## config.mk

```make
export PLATFORM = sky130hd
export DESIGN_NAME = two_level_interrupt_controller
export DESIGN_NICKNAME = d
export VERILOG_FILES = /design/src/irq_ctrl_pkg.sv /design/src/two_level_interrupt_controller.sv
export VERILOG_INCLUDE_DIRS = /design/src /design/src/src
export SDC_FILE = /design/constraint.sdc
export NUM_CORES = 1
export LEC_CHECK = 0
export CAP_MARGIN = 25
export CORE_ASPECT_RATIO = 2
export CORE_MARGIN = 4
export CORE_UTILIZATION = 25
export DETAILED_ROUTE_END_ITERATION = 10
export DONT_BUFFER_PORTS = 1
export RECOVER_POWER = 25
export SYNTH_ARGS = -nofsm -noshare
export SYNTH_HDL_FRONTEND = slang
export SYNTH_SLANG_ARGS = --single-unit
```

## constraint.sdc

```tcl
create_clock -name pclk -period 4 [get_ports pclk]
set_clock_uncertainty 0.1 [all_clocks]
set_input_delay 0.4 -clock pclk [delete_from_list [all_inputs] [get_ports pclk]]
set_output_delay 0.4 -clock pclk [all_outputs]
set_load 0.005 [all_outputs]
```

## src/irq_ctrl_cfg.svh

```systemverilog
// Register offsets, field positions and reset values of the interrupt controller
`ifndef IRQ_CTRL_CFG_SVH
`define IRQ_CTRL_CFG_SVH

`define OFF_AUX_REQ 8'h98
`define OFF_PRI_EN 8'ha8
`define OFF_PRI_PRIO 8'hb8
`define OFF_AUX_EN 8'he8
`define OFF_AUX_PRIO 8'hf8
`define OFF_EVT_STATUS 8'hc0
`define OFF_EVT_MASK 8'hc4

`define BIT_GLOBAL_GATE 7
`define BIT_SERIAL 5
`define BIT_TIMER1 3
`define BIT_EXT1 2
`define BIT_TIMER0 1
`define BIT_EXT0 0
`define BIT_CAPTION 6
`define BIT_BUSY 5

`define PRI_EN_MASK 8'haf
`define PRI_PRIO_MASK 8'h2f
`define AUX_MASK 8'h60
`define AUX_PRIO_FIXED 8'h60
`define REG_RESET 8'h00

`define VEC_EXT0 16'h0003
`define VEC_SERIAL 16'h002b
`define VEC_TIMER0 16'h000b
`define VEC_EXT1 16'h0013
`define VEC_BUSY 16'h0063
`define VEC_TIMER1 16'h001b
`define VEC_CAPTION 16'h006b

`endif

```

## src/irq_ctrl_pkg.sv

```systemverilog
// Types shared by the interrupt controller
`default_nettype none
package irq_ctrl_pkg;

    // Sources in polling order, highest first
    typedef enum logic [2:0] {
        SRC_EXT0,
        SRC_SERIAL,
        SRC_TIMER0,
        SRC_EXT1,
        SRC_BUSY,
        SRC_TIMER1,
        SRC_CAPTION,
        SRC_NONE
    } irq_src_t;

    typedef enum logic [1:0] {
        LVL_IDLE,
        LVL_LOW,
        LVL_HIGH
    } service_level_t;

    typedef struct packed {
        logic valid;
        irq_src_t source;
        logic high_level;
        logic [15:0] vector;
    } cpu_request_t;

endpackage : irq_ctrl_pkg
`default_nettype wire

```

## src/two_level_interrupt_controller.sv

```systemverilog
// Two-level interrupt controller with APB register access
//
// Local design decision: register access over APB.
`timescale 1ns/1ps
`default_nettype none
`include "irq_ctrl_cfg.svh"

module two_level_interrupt_controller
    import irq_ctrl_pkg::*;
(
    input wire logic pclk,
    input wire logic presetn,
    input wire logic psel,
    input wire logic penable,
    input wire logic pwrite,
    input wire logic [31:0] paddr,
    input wire logic [31:0] pwdata,
    output logic [31:0] prdata,
    output logic pready,
    output logic pslverr,
    input wire logic ext_input_0_req,
    input wire logic ext_input_1_req,
    input wire logic timer0_req,
    input wire logic timer1_req,
    input wire logic serial_unit_req,
    input wire logic caption_line_end,
    input wire logic display_busy_n,
    input wire logic cpu_ack,
    input wire logic cpu_reti,
    output cpu_request_t cpu_req,
    output logic irq
);

    logic [7:0] primary_source_enables;
    logic [7:0] primary_source_priorities;
    logic [7:0] auxiliary_source_enables;
    logic [7:0] auxiliary_request_flags;
    logic [7:0] evt_status;
    logic [7:0] evt_mask;
    logic busy_prev;
    logic low_active;
    logic high_active;
    cpu_request_t next_req;

    // Bus decode
    wire logic access = psel & penable;
    wire logic wr = access & pwrite;
    wire logic rd = access & ~pwrite;
    wire logic [7:0] addr = paddr[7:0];
    wire logic hit_req = paddr[31:8] == 24'h0 && addr == `OFF_AUX_REQ;
    wire logic hit_pen = paddr[31:8] == 24'h0 && addr == `OFF_PRI_EN;
    wire logic hit_ppr = paddr[31:8] == 24'h0 && addr == `OFF_PRI_PRIO;
    wire logic hit_aen = paddr[31:8] == 24'h0 && addr == `OFF_AUX_EN;
    wire logic hit_apr = paddr[31:8] == 24'h0 && addr == `OFF_AUX_PRIO;
    wire logic hit_sts = paddr[31:8] == 24'h0 && addr == `OFF_EVT_STATUS;
    wire logic hit_msk = paddr[31:8] == 24'h0 && addr == `OFF_EVT_MASK;
    wire logic hit_any = hit_req | hit_pen | hit_ppr | hit_aen | hit_apr
        | hit_sts | hit_msk;

    // Flag set events
    wire logic busy_fall = busy_prev & ~display_busy_n;
    wire logic caption_set = caption_line_end;

    // Pending sources, bit index = polling position
    wire logic [6:0] pending = {
        auxiliary_request_flags[`BIT_CAPTION],
        timer1_req,
        auxiliary_request_flags[`BIT_BUSY],
        ext_input_1_req,
        timer0_req,
        serial_unit_req,
        ext_input_0_req
    };

    wire logic [6:0] enables = {
        auxiliary_source_enables[`BIT_CAPTION],
        primary_source_enables[`BIT_TIMER1],
        auxiliary_source_enables[`BIT_BUSY],
        primary_source_enables[`BIT_EXT1],
        primary_source_enables[`BIT_TIMER0],
        primary_source_enables[`BIT_SERIAL],
        primary_source_enables[`BIT_EXT0]
    };

    wire logic [6:0] prio = {
        1'b1,
        primary_source_priorities[`BIT_TIMER1],
        1'b1,
        primary_source_priorities[`BIT_EXT1],
        primary_source_priorities[`BIT_TIMER0],
        primary_source_priorities[`BIT_SERIAL],
        primary_source_priorities[`BIT_EXT0]
    };

    // Live sample every cycle; of a denied request only the busy and caption flags are kept
    wire logic gate = primary_source_enables[`BIT_GLOBAL_GATE];
    wire logic [6:0] live = pending & enables & {7{gate}};
    wire logic [6:0] live_high = live & prio;
    wire logic [6:0] live_low = live & ~prio;
    wire logic use_high = |live_high;
    wire logic [6:0] cand = use_high ? live_high : live_low;
    wire logic allowed = use_high ? ~high_active
        : (~high_active & ~low_active);

    // Fixed polling order: lowest index wins
    function automatic irq_src_t first_src(input logic [6:0] v);
        irq_src_t s;
        s = SRC_NONE;
        for (int i = 6; i >= 0; i--) begin
            if (v[i]) begin
                s = irq_src_t'(i[2:0]);
            end
        end
        return s;
    endfunction : first_src

    function automatic logic [15:0] vec_of(input irq_src_t s);
        logic [15:0] v;
        case (s)
            SRC_EXT0: v = `VEC_EXT0;
            SRC_SERIAL: v = `VEC_SERIAL;
            SRC_TIMER0: v = `VEC_TIMER0;
            SRC_EXT1: v = `VEC_EXT1;
            SRC_BUSY: v = `VEC_BUSY;
            SRC_TIMER1: v = `VEC_TIMER1;
            SRC_CAPTION: v = `VEC_CAPTION;
            default: v = 16'h0000;
        endcase
        return v;
    endfunction : vec_of

    wire irq_src_t sel = first_src(cand);
    always_comb begin
        next_req.valid = allowed & (|cand);
        next_req.source = next_req.valid ? sel : SRC_NONE;
        next_req.high_level = next_req.valid & use_high;
        next_req.vector = next_req.valid ? vec_of(sel) : 16'h0000;
    end

    wire logic [7:0] stat_evt = {1'b0, caption_set, busy_fall,
        next_req.valid & cpu_ack, 4'h0};
    // Clear only what the read reported, so a fresh event is not lost
    wire logic [7:0] sts_clear = (rd && hit_sts) ? prdata[7:0] : 8'h00;
    wire logic [7:0] req_wdata = pwdata[7:0] & `AUX_MASK;

    // APB registers
    always_ff @(posedge pclk or negedge presetn) begin
        if (!presetn) begin
            primary_source_enables <= `REG_RESET;
            primary_source_priorities <= `REG_RESET;
            auxiliary_source_enables <= `REG_RESET;
            evt_mask <= `REG_RESET;
        end else if (wr) begin
            if (hit_pen) begin
                primary_source_enables <= pwdata[7:0] & `PRI_EN_MASK;
            end
            if (hit_ppr) begin
                primary_source_priorities <= pwdata[7:0] & `PRI_PRIO_MASK;
            end
            if (hit_aen) begin
                auxiliary_source_enables <= pwdata[7:0] & `AUX_MASK;
            end
            if (hit_msk) begin
                evt_mask <= pwdata[7:0] & `AUX_MASK;
            end
        end
    end

    // Request flags: hardware set beats software write
    always_ff @(posedge pclk or negedge presetn) begin
        if (!presetn) begin
            auxiliary_request_flags <= `REG_RESET;
            busy_prev <= 1'b1;
        end else begin
            busy_prev <= display_busy_n;
            auxiliary_request_flags <= ((wr && hit_req) ? req_wdata
                : auxiliary_request_flags)
                | {1'b0, caption_set, busy_fall, 5'h0};
        end
    end

    // Sticky event status, cleared by read; set wins
    always_ff @(posedge pclk or negedge presetn) begin
        if (!presetn) begin
            evt_status <= `REG_RESET;
        end else begin
            evt_status <= (evt_status & ~sts_clear) | stat_evt;
        end
    end

    // In-service levels; acceptance enters, return leaves the top level
    always_ff @(posedge pclk or negedge presetn) begin
        if (!presetn) begin
            low_active <= 1'b0;
            high_active <= 1'b0;
        end else if (next_req.valid && cpu_ack) begin
            if (next_req.high_level) begin
                high_active <= 1'b1;
            end else begin
                low_active <= 1'b1;
            end
        end else if (cpu_reti) begin
            if (high_active) begin
                high_active <= 1'b0;
            end else begin
                low_active <= 1'b0;
            end
        end
    end

    always_ff @(posedge pclk or negedge presetn) begin
        if (!presetn) begin
            cpu_req <= '{valid: 1'b0, source: SRC_NONE, high_level: 1'b0,
                vector: 16'h0000};
        end else begin
            cpu_req <= next_req;
        end
    end

    wire logic [7:0] rd_mux =
        hit_req ? auxiliary_request_flags :
        hit_pen ? primary_source_enables :
        hit_ppr ? primary_source_priorities :
        hit_aen ? auxiliary_source_enables :
        hit_apr ? `AUX_PRIO_FIXED :
        hit_sts ? evt_status :
        hit_msk ? evt_mask : 8'h00;

    always_ff @(posedge pclk or negedge presetn) begin
        if (!presetn) begin
            prdata <= 32'h0;
        end else if (psel && !penable && !pwrite) begin
            prdata <= {24'h0, rd_mux};
        end
    end

    // Zero-wait slave; unmapped accesses raise an error
    assign pready = 1'b1;
    assign pslverr = access & ~hit_any;
    assign irq = |(evt_status & evt_mask);
endmodule : two_level_interrupt_controller
`default_nettype wire

```

-- Word-level counts from Yosys, hierarchy flattened
Index checks and enable logic that the tools add are counted.
- memories: 0
- memory bits (writable): 0
- register bits: 63
- bits in latches: 0
- logic and storage cells: 114
- memory bits (read-only): 0
- output and inout bits: 56
- input bits: 78
- add/sub/neg operators: 0
- div/mod/pow operators: 0
- multiply operators: 0
- muxes and demuxes: 28
- bitwise gates (word level): 30
- magnitude comparators: 0
- equal/unequal tests: 16
- shifts and indexed selects: 0
- reductions and logical operators: 26
- operator list (cell ; number):
    8-bit 2-to-1 mux ; 8
    8-bit == test (second input constant) ; 7
    7-bit case mux with 7 select lines ; 1
    7-bit AND ; 4
    24-bit zero test ; 1
    16-bit 2-to-1 mux ; 1
    8-bit by 7-bit bitwise OR with 8-bit output ; 2
    3-bit 2-to-1 mux ; 5
    7-bit 2-to-1 mux ; 2
    7-bit OR reduction ; 2
    1-bit logical AND ; 12
    2-bit AND reduction ; 5
    1-bit AND ; 9
    3-bit == test (second input constant) ; 3
    1-bit 2-to-1 mux ; 9
    8-bit by 7-bit AND with 8-bit output ; 1
    8-bit AND ; 1
    8-bit NOT ; 1
    8-bit OR reduction ; 1
    7-bit NOT ; 1
    3-bit by 2-bit == test with 1-bit output (second input constant) ; 2
    1-bit bitwise OR ; 6
    1-bit NOT ; 5
    2-bit 2-to-1 mux ; 2
    7 further kinds ; 9

-- Logic depth before layout (Yosys ltp)
Gate-level depths: netlist of run 1.
- word-level depth: 15
- gate-level depth with buffers: 10
- depth with buffers taken out: 9

-- Least setup slack after synthesis of run 1
No wires, ideal clock.
- path type: reg2reg
- start: reg auxiliary_request_flags[5]
- end: reg cpu_req[5] (netlist bit)
- data arrival time: 2.658 ns
- data required time: 3.823 ns
- setup slack: 1.165 ns
- library setup time: 0.077 ns
- buffers on the path: 0
- stages on the path, launching flop included: 10
- cells stage by stage: dfrtp_1 a22oi_1 nand2_1 o32ai_1 o31ai_1 inv_1 ha_1 nor2_1 or4b_2 a21oi_1
- RTL lines (what ; line ; RTL):
    from (decl) ; two_level_interrupt_controller.sv:37 ; logic [7:0] auxiliary_request_flags;
    from (signal assigned) ; two_level_interrupt_controller.sv:172 ; auxiliary_request_flags <= `REG_RESET;
    from (signal assigned) ; two_level_interrupt_controller.sv:176 ; auxiliary_request_flags <= ((wr && hit_req) ? req_wdata
    to (signal assigned) ; two_level_interrupt_controller.sv:213 ; cpu_req <= '{valid: 1'b0, source: SRC_NONE, high_level: 1'b0,
    to (signal assigned) ; two_level_interrupt_controller.sv:216 ; cpu_req <= next_req;
    to (decl) ; two_level_interrupt_controller.sv:30 ; output cpu_request_t cpu_req,

==> results.tsv, run 1 <==
stage	metric	value	unit
floorplanning	core area	11000	sq um
power	Power, Total	978	uW
floorplanning	Die X	83.5	um
finish	commonest non-fill, non-tap cell in the layout	dfrtp_1	
floorplanning	Die ar.	13300	sq um
cts	CTS tree	built	
cts	Worst-path clk slew	0.06	ns
critical_path	Worst EP arrival	3.31	ns
placed_design	dpl cell area	2840	sq um
critical_path	CP Data Required Time	4.11	ns
sta	Hold Violations, Final	0	
power	switching pwr	207	uW
logic_synthesis	post-synthesis sequential area ratio	40.6	%
global_route	vias in the first global route	2134	
finish	Filler cells	1181	
cts	clock sink count	46	
cts	clock tree buffer depth	2	
critical_path	crit-path cells	a22oi_1, nand2_1, o32ai_1, o31ai_1, inv_1, ha_1, nor2_1, or4b_2, a21oi_1	
sta	Final Slew Violations	47	
power	Gate power share	3.8	%
min_path	HP Class	in2reg	
cts	CTS Buf Count	5	
logic_synthesis	area leader, netlist	dfrtp_1	
routing	via/cell ratio	4.98	
critical_path	crit path kind	reg2reg	
placed_design	RD Place Congestion	0.820	
routing	Detail Route Antenna Nets	0	
global_route	largest net degree at the start of global routing	47	
power	Peak VDD IR	0.160	mV
power	Clock power frac	48.5	%
global_route	Total GRT Usage	11.1	%
global_route	Congestion Overflow GR	0	
status	failing checks	max-capacitance violations, max-slew violations	
logic_synthesis	Avg Inst Size Synth	10.0	sq um
cts	Setup Buffers After CTS	0	
finish	diode count	0	
finish	post-route insts no fill	426	
placed_design	DP HPWL	5.96	mm
logic_synthesis	cells after synthesis	285	
cts	post-CTS sizing	0	
run	count of maximum capacitance violations	1	
critical_path	CP endpoint kind	flip-flop	
floorplanning	Die Height	159	um
sta	Worst slew margin	-60.7	%
critical_path	largest stage delay on the critical path	0.65	ns
finish	layout cells sized above 1	13.6	%
sta	Worst-Margin Slew	2.41	ns
power	Sw Share	21.2	%
routing	total routed wirelength	7.35	mm
routing	Remaining DRCs	0	
logic_synthesis	Synth top area share	36.9	%
status	status	complete, but fails checks	
finish	area delta synth->final	6.59	%
routing	drt initial violations	129	
logic_synthesis	top post-synthesis cells by area	dfrtp_1 37%, buf_4 10%, mux2_4 4.2%, dfstp_2 3.7%, nand2_1 3.4%	
logic_synthesis	Async SR Flop Fraction	100	%
sta	crit path time final	3.20	ns
power	Pwr Density	322	nW/um^2
sta	unrepaired setup endpoints after global routing	false	
routing	DRT Pass-1 Iters	4	
routing	via count	2120	
finish	most frequent cells in the layout	42 x dfrtp_1, 35 x conb_1, 26 x nand2_1	
placed_design	dpl cells	415	
logic_synthesis	Ys Warns	0	
critical_path	crit path max-delay cell type	o32ai_1	
placed_design	Buffers on Ports	0	
logic_synthesis	Main synth FF type	dfrtp_1	
critical_path	CP max FO	7	
sta	setup_tns	0	ns
critical_path	critical path launch point type	flip-flop	
power	Lkg Pwr	1.32	nW
power	sequential fraction of design power	47.7	%
logic_synthesis	Netlist cell types	60	
floorplanning	row cnt	54	
cts	H-tree levels	2	
floorplanning	Starting Density	25.9	%
logic_synthesis	Post-synth EDFFs	0	
routing	wire length per cell	17.2	um
sta	final setup fails	0	
floorplanning	# IOs	134	
power	Int Pwr	771	uW
finish	Final #Nets	367	
sta	Peak Freq	312	MHz
logic_synthesis	cell area after synthesis	2850	sq um
global_route	first-pass GRT wire length	11.6	mm
cts	clk root buf	clkbuf_16	
sta	Fin Hold WS	0.0895	ns
logic_synthesis	Yosys reg bits	46	
finish	fin area	3040	sq um
sta	period utilisation layout	80.1	%
global_route	antenna violations before repair	0	
cts	worst skew pair latency	0.29	ns
final cells by class:
cell class	instances	area (sq um)	area share, %
Clock buffer	5	125	4.12
Clock inverter	3	45.0	1.48
Inverter	9	33.8	1.11
Multi-Input combinational cell	220	1480	48.7
Sequential cell	46	1160	38.1
Tap cell	140	175	5.77
Timing Repair Buffer	3	23.8	0.783
synthesized netlist by cell type (5+ instances only):
library cell / count
dfrtp_1: 42
a21boi_0: 5
nand2b_1: 8
nand2_1: 26
mux2_4: 8
nor2_1: 16
a22oi_1: 7
buf_4: 38
o21ai_0: 10
o41ai_1: 5
a21oi_1: 6
mux2_2: 7
inv_1: 9
nand3_1: 14
through the flow:
stage,setup slack (ns),utilization (%)
global placement,0.861,25.8
finish,0.796,27.6
global route,0.436,27.6
detailed placement,0.804,25.8
CTS,0.787,27.8
floorplan,1.16,-
power by group through the flow:
| stage | Combinational, mW | Sequential (mW) | Clock, mW |
|---|---|---|---|
| floorplan | 0.0506 | 0.475 | 0 |
| global route | 0.0436 | 0.466 | 0.506 |
| detailed placement | 0.0256 | 0.475 | 0 |
| finish | 0.0372 | 0.466 | 0.474 |
| CTS | 0.0403 | 0.466 | 0.486 |
| global placement | 0.0253 | 0.475 | 0 |
layer usage:
metal | vias to the layer above | global-route usage [%] | share of wire (%)
met1 | 1016 | 10.5 | 32
met5 | - | 0 | 0
met2 | 111 | 20.6 | 53
li1 | 975 | - | -
met3 | 18 | 3.88 | 10
met4 | 0 | 5.71 | 4.2
worst paths after layout:
kind / to / start / slack (ns) / cells after the start
worst max-delay path: cpu_req[5] / auxiliary_request_flags[5] / 0.80 / 9
worst min register to register: evt_status[4] / evt_status[4] / 0.40 / 1
worst min-delay path: evt_status[5] / display_busy_n / 0.09 / 1
min in group asynchronous: prdata[2] / presetn / 1.30 / 2
max in group asynchronous: auxiliary_source_enables[5] / presetn / 1.13 / 2
worst max register to register: cpu_req[5] / auxiliary_request_flags[5] / 0.80 / 9
sequential cells by signal, summed over array words and instances (netlist names), 2 cells and up:
| register | cells |
|---|---|
| cpu_req | 10 |
| evt_status | 8 |
| prdata | 8 |
| primary_source_enables | 6 |
| primary_source_priorities | 5 |
| auxiliary_request_flags | 2 |
| auxiliary_source_enables | 2 |
| evt_mask | 2 |
worst max-delay path, delay by kind of cell, from the launching register on:
family                   cells  cell delay, ns
adder cells (fa/ha/maj)      1            0.17
AO/OA/AOI/OAI                4            1.43
AND/OR/NAND/NOR              3            0.83
buffers and inverters        1            0.13
flip-flops                   1            0.45
what timing repair did:
action                                 CTS  global route
hold buffers                             3             0
endpoints found under the hold margin   47             0
setup endpoints to repair                0             0
cells by family after synthesis:
family                     count (synthesis)  share of synthesized area, %
and+or+nand+nor                          101                          21.6
AOI/OAI and AO/OA                         61                          15.5
buffers and inverters                     52                          11.9
DFF                                       46                          40.6
muxes                                     18                          8.04
adders and majority gates                  4                          1.76
other                                      2                         0.264
xor gates and xnor gates                   1                         0.307
Note: power is estimated with default switching activity, not from simulation.
==> run 2: changes to the inputs <==
==> constraint.sdc (replaced) <==
create_clock -name pclk -period 2.75 [get_ports pclk]
set_clock_uncertainty 0.1 [all_clocks]
set_input_delay 0.275 -clock pclk [delete_from_list [all_inputs] [get_ports pclk]]
set_output_delay 0.275 -clock pclk [all_outputs]
set_load 0.005 [all_outputs]
==> run 2 against run 1 <==
The run now ends clean; cell count is 4.5% higher; cell area rose by 7.0%; clock power is 67% higher; register-to-register slack got worse by 0.64 ns; worst setup slack worse by 0.64 ns.
==> results.tsv, run 2 (synthesis gave the netlist of run 1 again) <==
stage	metric	value	unit	change
status	status	completed		
critical_path	CP endpoint kind	flip-flop		
power	Peak VDD IR	0.313	mV	+96%
sta	Worst-Margin Slew	1.13	ns	-1.28 ns
routing	Remaining DRCs	0		unchanged
power	Lkg Pwr	1.45	nW	+9.5%
floorplanning	Die X	83.5	um	unchanged
sta	Final Slew Violations	0		-100%
critical_path	CP max FO	4		-3
sta	Peak Freq	385	MHz	+23%
global_route	first-pass GRT wire length	11.9	mm	+2.9%
sta	final setup fails	0		unchanged
cts	clock tree buffer depth	2		unchanged
floorplanning	Starting Density	25.9	%	unchanged
sta	period utilisation layout	94.4	%	+14 points
placed_design	DP HPWL	6.14	mm	+3.0%
finish	multi-input logic area	1510	sq um	+2.0%
sta	fin worst setup slack	0.154	ns	-0.642 ns
critical_path	Worst EP arrival	2.72	ns	-0.59 ns
sta	Fin Hold WS	0.0211	ns	-0.0685 ns
finish	Reg with most FFs	cpu_req		
routing	total routed wirelength	7.62	mm	+3.7%
floorplanning	row cnt	54		unchanged
cts	CTS tree	built		
placed_design	RD Place Congestion	0.778		-5.1%
finish	Largest register FFs	10		unchanged
routing	DRT Pass-1 Iters	4		unchanged
global_route	largest net degree at the start of global routing	47		unchanged
global_route	Total GRT Usage	11.3	%	+0.24 points
sta	Worst slew margin	24.6	%	+85 points
power	Power, Total	1.53	mW	+56%
placed_design	Setup Slack @ Placement	-0.0268	ns	-0.831 ns
critical_path	CP Data Required Time	2.87	ns	-1.24 ns
floorplanning	# IOs	134		unchanged
cts	CTS Buf Count	5		unchanged
sta	Hold Violations, Final	0		unchanged
finish	layout cells sized above 1	21.0	%	+7.3 points
global_route	Congestion Overflow GR	0		unchanged
cts	clk root buf	clkbuf_16		
floorplanning	Die Height	159	um	unchanged
global_route	vias in the first global route	2273		+6.5%
routing	via count	2210		+4.2%
critical_path	critical path launch point type	flip-flop		
finish	Filler cells	1151		-2.5%
finish	top flop regs	cpu_req x10, evt_status x8, prdata x8		
finish	commonest non-fill, non-tap cell in the layout	dfrtp_1		
placed_design	Buffers on Ports	0		unchanged
sta	setup_tns	0	ns	unchanged
power	Pwr Density	470	nW/um^2	+46%
routing	Detail Route Antenna Nets	0		unchanged
routing	via/cell ratio	4.97		-0.21%
finish	most frequent cells in the layout	41 x dfrtp_1, 35 x conb_1, 26 x nand2_1		
routing	wire length per cell	17.1	um	-0.69%
cts	Worst-path clk slew	0.06	ns	about the same
floorplanning	core area	11000	sq um	unchanged
critical_path	crit path kind	reg2reg		
run	count of maximum capacitance violations	0		-1
floorplanning	Die ar.	13300	sq um	unchanged
finish	diode count	0		unchanged
routing	drt initial violations	109		-16%
min_path	HP Class	in2reg		
cts	clock sink count	46		unchanged
cts	H-tree levels	2		unchanged
finish	Final #Nets	386		+5.2%
sta	crit path time final	2.60	ns	-0.608 ns
finish	sequential cell area	1160	sq um	+0.11%
cts	worst skew pair latency	0.29	ns	about the same
finish	area delta synth->final	14.1	%	
finish	Core Util, Final	29.5	%	+1.9 points
global_route	antenna violations before repair	0		unchanged
==> run 2: area by class of cell <==
class / instances / share of cell area [%]
Tap cell: 140 / 5.39
Timing Repair Buffer: 22 / 5.43
Multi-Input combinational cell: 220 / 46.4
Sequential cell: 46 / 35.6
Clock inverter: 2 / 1.85
Inverter: 9 / 1.04
Clock buffer: 6 / 4.27
==> run 2: metrics by stage <==
step	cells	cell area (sq um)
2_1_floorplan	318	2980
3_3_place_gp	431	2970
3_5_place_dp	431	2970
4_1_cts	444	3240
5_1_grt	445	3250
6_report	445	3250
==> run 2: routing by layer <==
layer  global-route usage [%]  routed length (um)  share of wire (%)
met5                        0                   0                  0
met4                     4.90                 243                3.2
met3                     3.99                 805                 11
met2                     21.5                4100                 54
met1                     10.7                2480                 32
==> run 2: worst paths after layout <==
check                                                 start                          to  slack [ns]  cells past startpoint
worst max register to register  auxiliary_source_enables[5]                  cpu_req[5]        0.15                     10
worst max-delay path            auxiliary_source_enables[5]                  cpu_req[5]        0.15                     10
worst min-delay path                              pwdata[6]  auxiliary_request_flags[6]        0.02                      1
min in group asynchronous                           presetn               evt_status[0]        0.65                      2
worst min register to register                evt_status[4]               evt_status[4]        0.41                      1
max in group asynchronous                           presetn   primary_source_enables[7]        1.13                      2
==> run 2: power breakdown <==
part | switching [mW] | total (mW) | internal (mW)
clock | 0.246 | 0.791 | 0.545
sequential | 0.000206 | 0.679 | 0.678
combinational | 0.0417 | 0.0587 | 0.0170
total | 0.288 | 1.53 | 1.24
==> run 2: timing repair <==
| item | in CTS | in global routing |
|---|---|---|
| setup endpoints to repair | 1 | 2 |
| buffers inserted | 0 | 1 |
| endpoints found under the hold margin | 52 | 0 |
| pin swaps | 0 | 3 |
| hold buffers | 5 | 0 |
| gates resized for setup | 1 | 6 |
==> run 2: worst max-delay path: stages (launching register included) <==
cell and delay (ns):
dfrtp_1 0.39, a22oi_2 0.26, a41o_1 0.27, buf_6 0.12, a21oi_1 0.05, nand4b_1 0.22
nand2_1 0.13, ha_2 0.18, nor2_1 0.04, or4b_2 0.63, a21oi_2 0.13
==> run 3: changes to the inputs <==
==> constraint.sdc (replaced) <==
create_clock -name pclk -period 3.4 [get_ports pclk]
set_clock_uncertainty 0.1 [all_clocks]
set_input_delay 0.34 -clock pclk [delete_from_list [all_inputs] [get_ports pclk]]
set_output_delay 0.34 -clock pclk [all_outputs]
set_load 0.005 [all_outputs]
==> run 3 against run 2 <==
The run now ends with max-capacitance violations, max-slew violations left; sequential share of layout area is 2.1 points higher; via count is 3.6% lower; non-clock buffer count is 17 lower; cell count is 3.8% lower; sequential cell count stayed put; worst setup slack better by 0.24 ns; clock power is 30% lower; core utilization is 1.7 points lower; highest routed layer unchanged.
==> results.tsv, run 3 (synthesis gave the netlist of run 1 again) <==
stage	metric	value	unit	change
critical_path	CP max FO	5		+1
placed_design	dpl cell area	2860	sq um	-3.8%
power	Int Pwr	909	uW	-27%
floorplanning	Die X	83.5	um	unchanged
routing	DRT Pass-1 Iters	4		unchanged
routing	Detail Route Antenna Nets	0		unchanged
sta	Fin Hold WS	0.0330	ns	+0.0120 ns
routing	via/cell ratio	4.98		+0.21%
power	Gate power share	3.9	%	about the same
floorplanning	# IOs	134		unchanged
power	switching pwr	241	uW	-16%
routing	drt initial violations	109		unchanged
placed_design	RD Place Congestion	0.825		+6.0%
sta	setup_tns	0	ns	unchanged
finish	most frequent cells in the layout	42 x dfrtp_1, 35 x conb_1, 26 x nand2_1		
routing	total routed wirelength	7.42	mm	-2.7%
floorplanning	core area	11000	sq um	unchanged
finish	Largest register FFs	10		unchanged
floorplanning	Die Height	159	um	unchanged
floorplanning	Die ar.	13300	sq um	unchanged
power	Lkg Pwr	1.35	nW	-6.4%
finish	Core Util, Final	27.8	%	-1.7 points
floorplanning	row cnt	54		unchanged
sta	period utilisation layout	88.5	%	-5.9 points
placed_design	DP HPWL	6.03	mm	-1.7%
sta	unrepaired setup endpoints after global routing	false		
floorplanning	Starting Density	25.9	%	unchanged
status	failing checks	max-capacitance violations, max-slew violations		
routing	wire length per cell	17.3	um	+1.2%
global_route	vias in the first global route	2172		-4.4%
cts	clk root buf	clkbuf_16		
routing	via count	2130		-3.6%
finish	Reg with most FFs	cpu_req		
finish	top flop regs	cpu_req x10, evt_status x8, prdata x8		
sta	Hold Violations, Final	0		unchanged
cts	CTS tree	built		
finish	commonest non-fill, non-tap cell in the layout	dfrtp_1		
sta	final setup fails	0		unchanged
sta	Worst-Margin Slew	1.97	ns	+0.839 ns
power	sequential fraction of design power	47.7	%	+3.3 points
routing	Remaining DRCs	0		unchanged
power	Sw Share	20.9	%	+2.1 points
sta	Worst slew margin	-31.4	%	-56 points
power	Clock power frac	48.4	%	-3.4 points
finish	diode count	0		unchanged
critical_path	worst r2r dst	cpu_req[5]		
sta	Final Slew Violations	47		+47
global_route	Total GRT Usage	11.1	%	-0.17 points
sta	crit path time final	3.01	ns	+0.412 ns
cts	CTS Buf Count	5		unchanged
cts	worst skew pair latency	0.29	ns	about the same
cts	Worst-path clk slew	0.07	ns	about the same
sta	Peak Freq	332	MHz	-14%
critical_path	Worst EP arrival	3.11	ns	+0.39 ns
finish	area delta synth->final	7.64	%	
power	Pwr Density	375	nW/um^2	-20%
cts	clock sink count	46		unchanged
finish	Final #Nets	369		-4.4%
run	count of maximum capacitance violations	1		+1
cts	H-tree levels	2		unchanged
global_route	first-pass GRT wire length	11.6	mm	-2.5%
critical_path	crit path kind	reg2reg		
critical_path	worst setup path start	auxiliary_source_enables[5]		
global_route	Congestion Overflow GR	0		unchanged
critical_path	CP Data Required Time	3.51	ns	+0.64 ns
critical_path	flop2flop setup slack	0.39	ns	+0.24 ns
critical_path	r2r worst-path depth	8		-2
status	status	complete, but fails checks		
critical_path	r2r startpoint	auxiliary_source_enables[5]		
critical_path	Worst Setup EP	cpu_req[5]		
cts	clock tree buffer depth	2		unchanged
power	Peak VDD IR	0.253	mV	-19%
finish	layout cells sized above 1	14.6	%	-6.4 points
placed_design	Buffers on Ports	0		unchanged
global_route	largest net degree at the start of global routing	47		unchanged
global_route	antenna violations before repair	0		unchanged
critical_path	CP endpoint kind	flip-flop		
finish	fin area	3070	sq um	-5.6%
critical_path	critical path launch point type	flip-flop		
min_path	HP Class	in2reg		
-- run 3: final cells by class --
cell class / count / area [sq um]
fill: 1175 / 7950
inverter: 9 / 33.8
clock inverter: 3 / 43.8
timing repair buffer: 5 / 47.5
tap: 140 / 175
clock buffer: 5 / 125
sequential: 46 / 1160
multi-input combinational: 220 / 1490
-- run 3: per-layer routing --
layer / global-route usage, % / part of all wire [%] / vias up
met4: 6.66 / 5.1 / 0
met5: 0 / 0 / -
li1: - / - / 976
met1: 10.6 / 32 / 1020
met2: 20.4 / 53 / 115
met3: 3.68 / 9.6 / 19
-- run 3: per-stage QoR --
step / worst slack (ns) / std cells / total power, mW
5_1_grt: 0.121 / 428 / 1.19
4_1_cts: 0.175 / 428 / 1.16
3_5_place_dp: 0.196 / 417 / 0.589
3_3_place_gp: 0.297 / 417 / 0.589
6_report: 0.392 / 428 / 1.15
2_1_floorplan: 0.565 / 318 / 0.618
-- run 3: worst min path at each step --
stage,end,startpoint,depth (start not counted)
4_1_cts,evt_status[5],display_busy_n,1
3_5_place_dp,prdata[2],presetn,0
5_1_grt,evt_status[5],display_busy_n,1
3_3_place_gp,evt_status[2],presetn,0
2_1_floorplan,auxiliary_request_flags[5],presetn,0
6_report,evt_status[5],display_busy_n,1
-- run 3: critical path, cell delays in order, from the launching register on --
cell and delay, ns:
dfrtp_1 0.44, a22oi_1 0.35, a41o_1 0.32, a221oi_1 0.11
o31ai_1 0.51, ha_1 0.27, nor2_1 0.04, or4b_2 0.62
a21oi_1 0.16
-- run 3: what timing repair did --
item	4_1_cts	5_1_grt
setup endpoints to repair	0	2
endpoints found under the hold margin	47	0
hold buffers	3	0
buffers inserted	0	0
gates resized for setup	0	1
-- run 3: power by group through the flow --
stage,Combinational (mW),Sequential (mW),Clock (mW)
2_1_floorplan,0.0595,0.559,0
3_3_place_gp,0.0297,0.559,0
3_5_place_dp,0.0301,0.559,0
4_1_cts,0.0472,0.548,0.568
5_1_grt,0.0513,0.548,0.594
6_report,0.0443,0.549,0.557
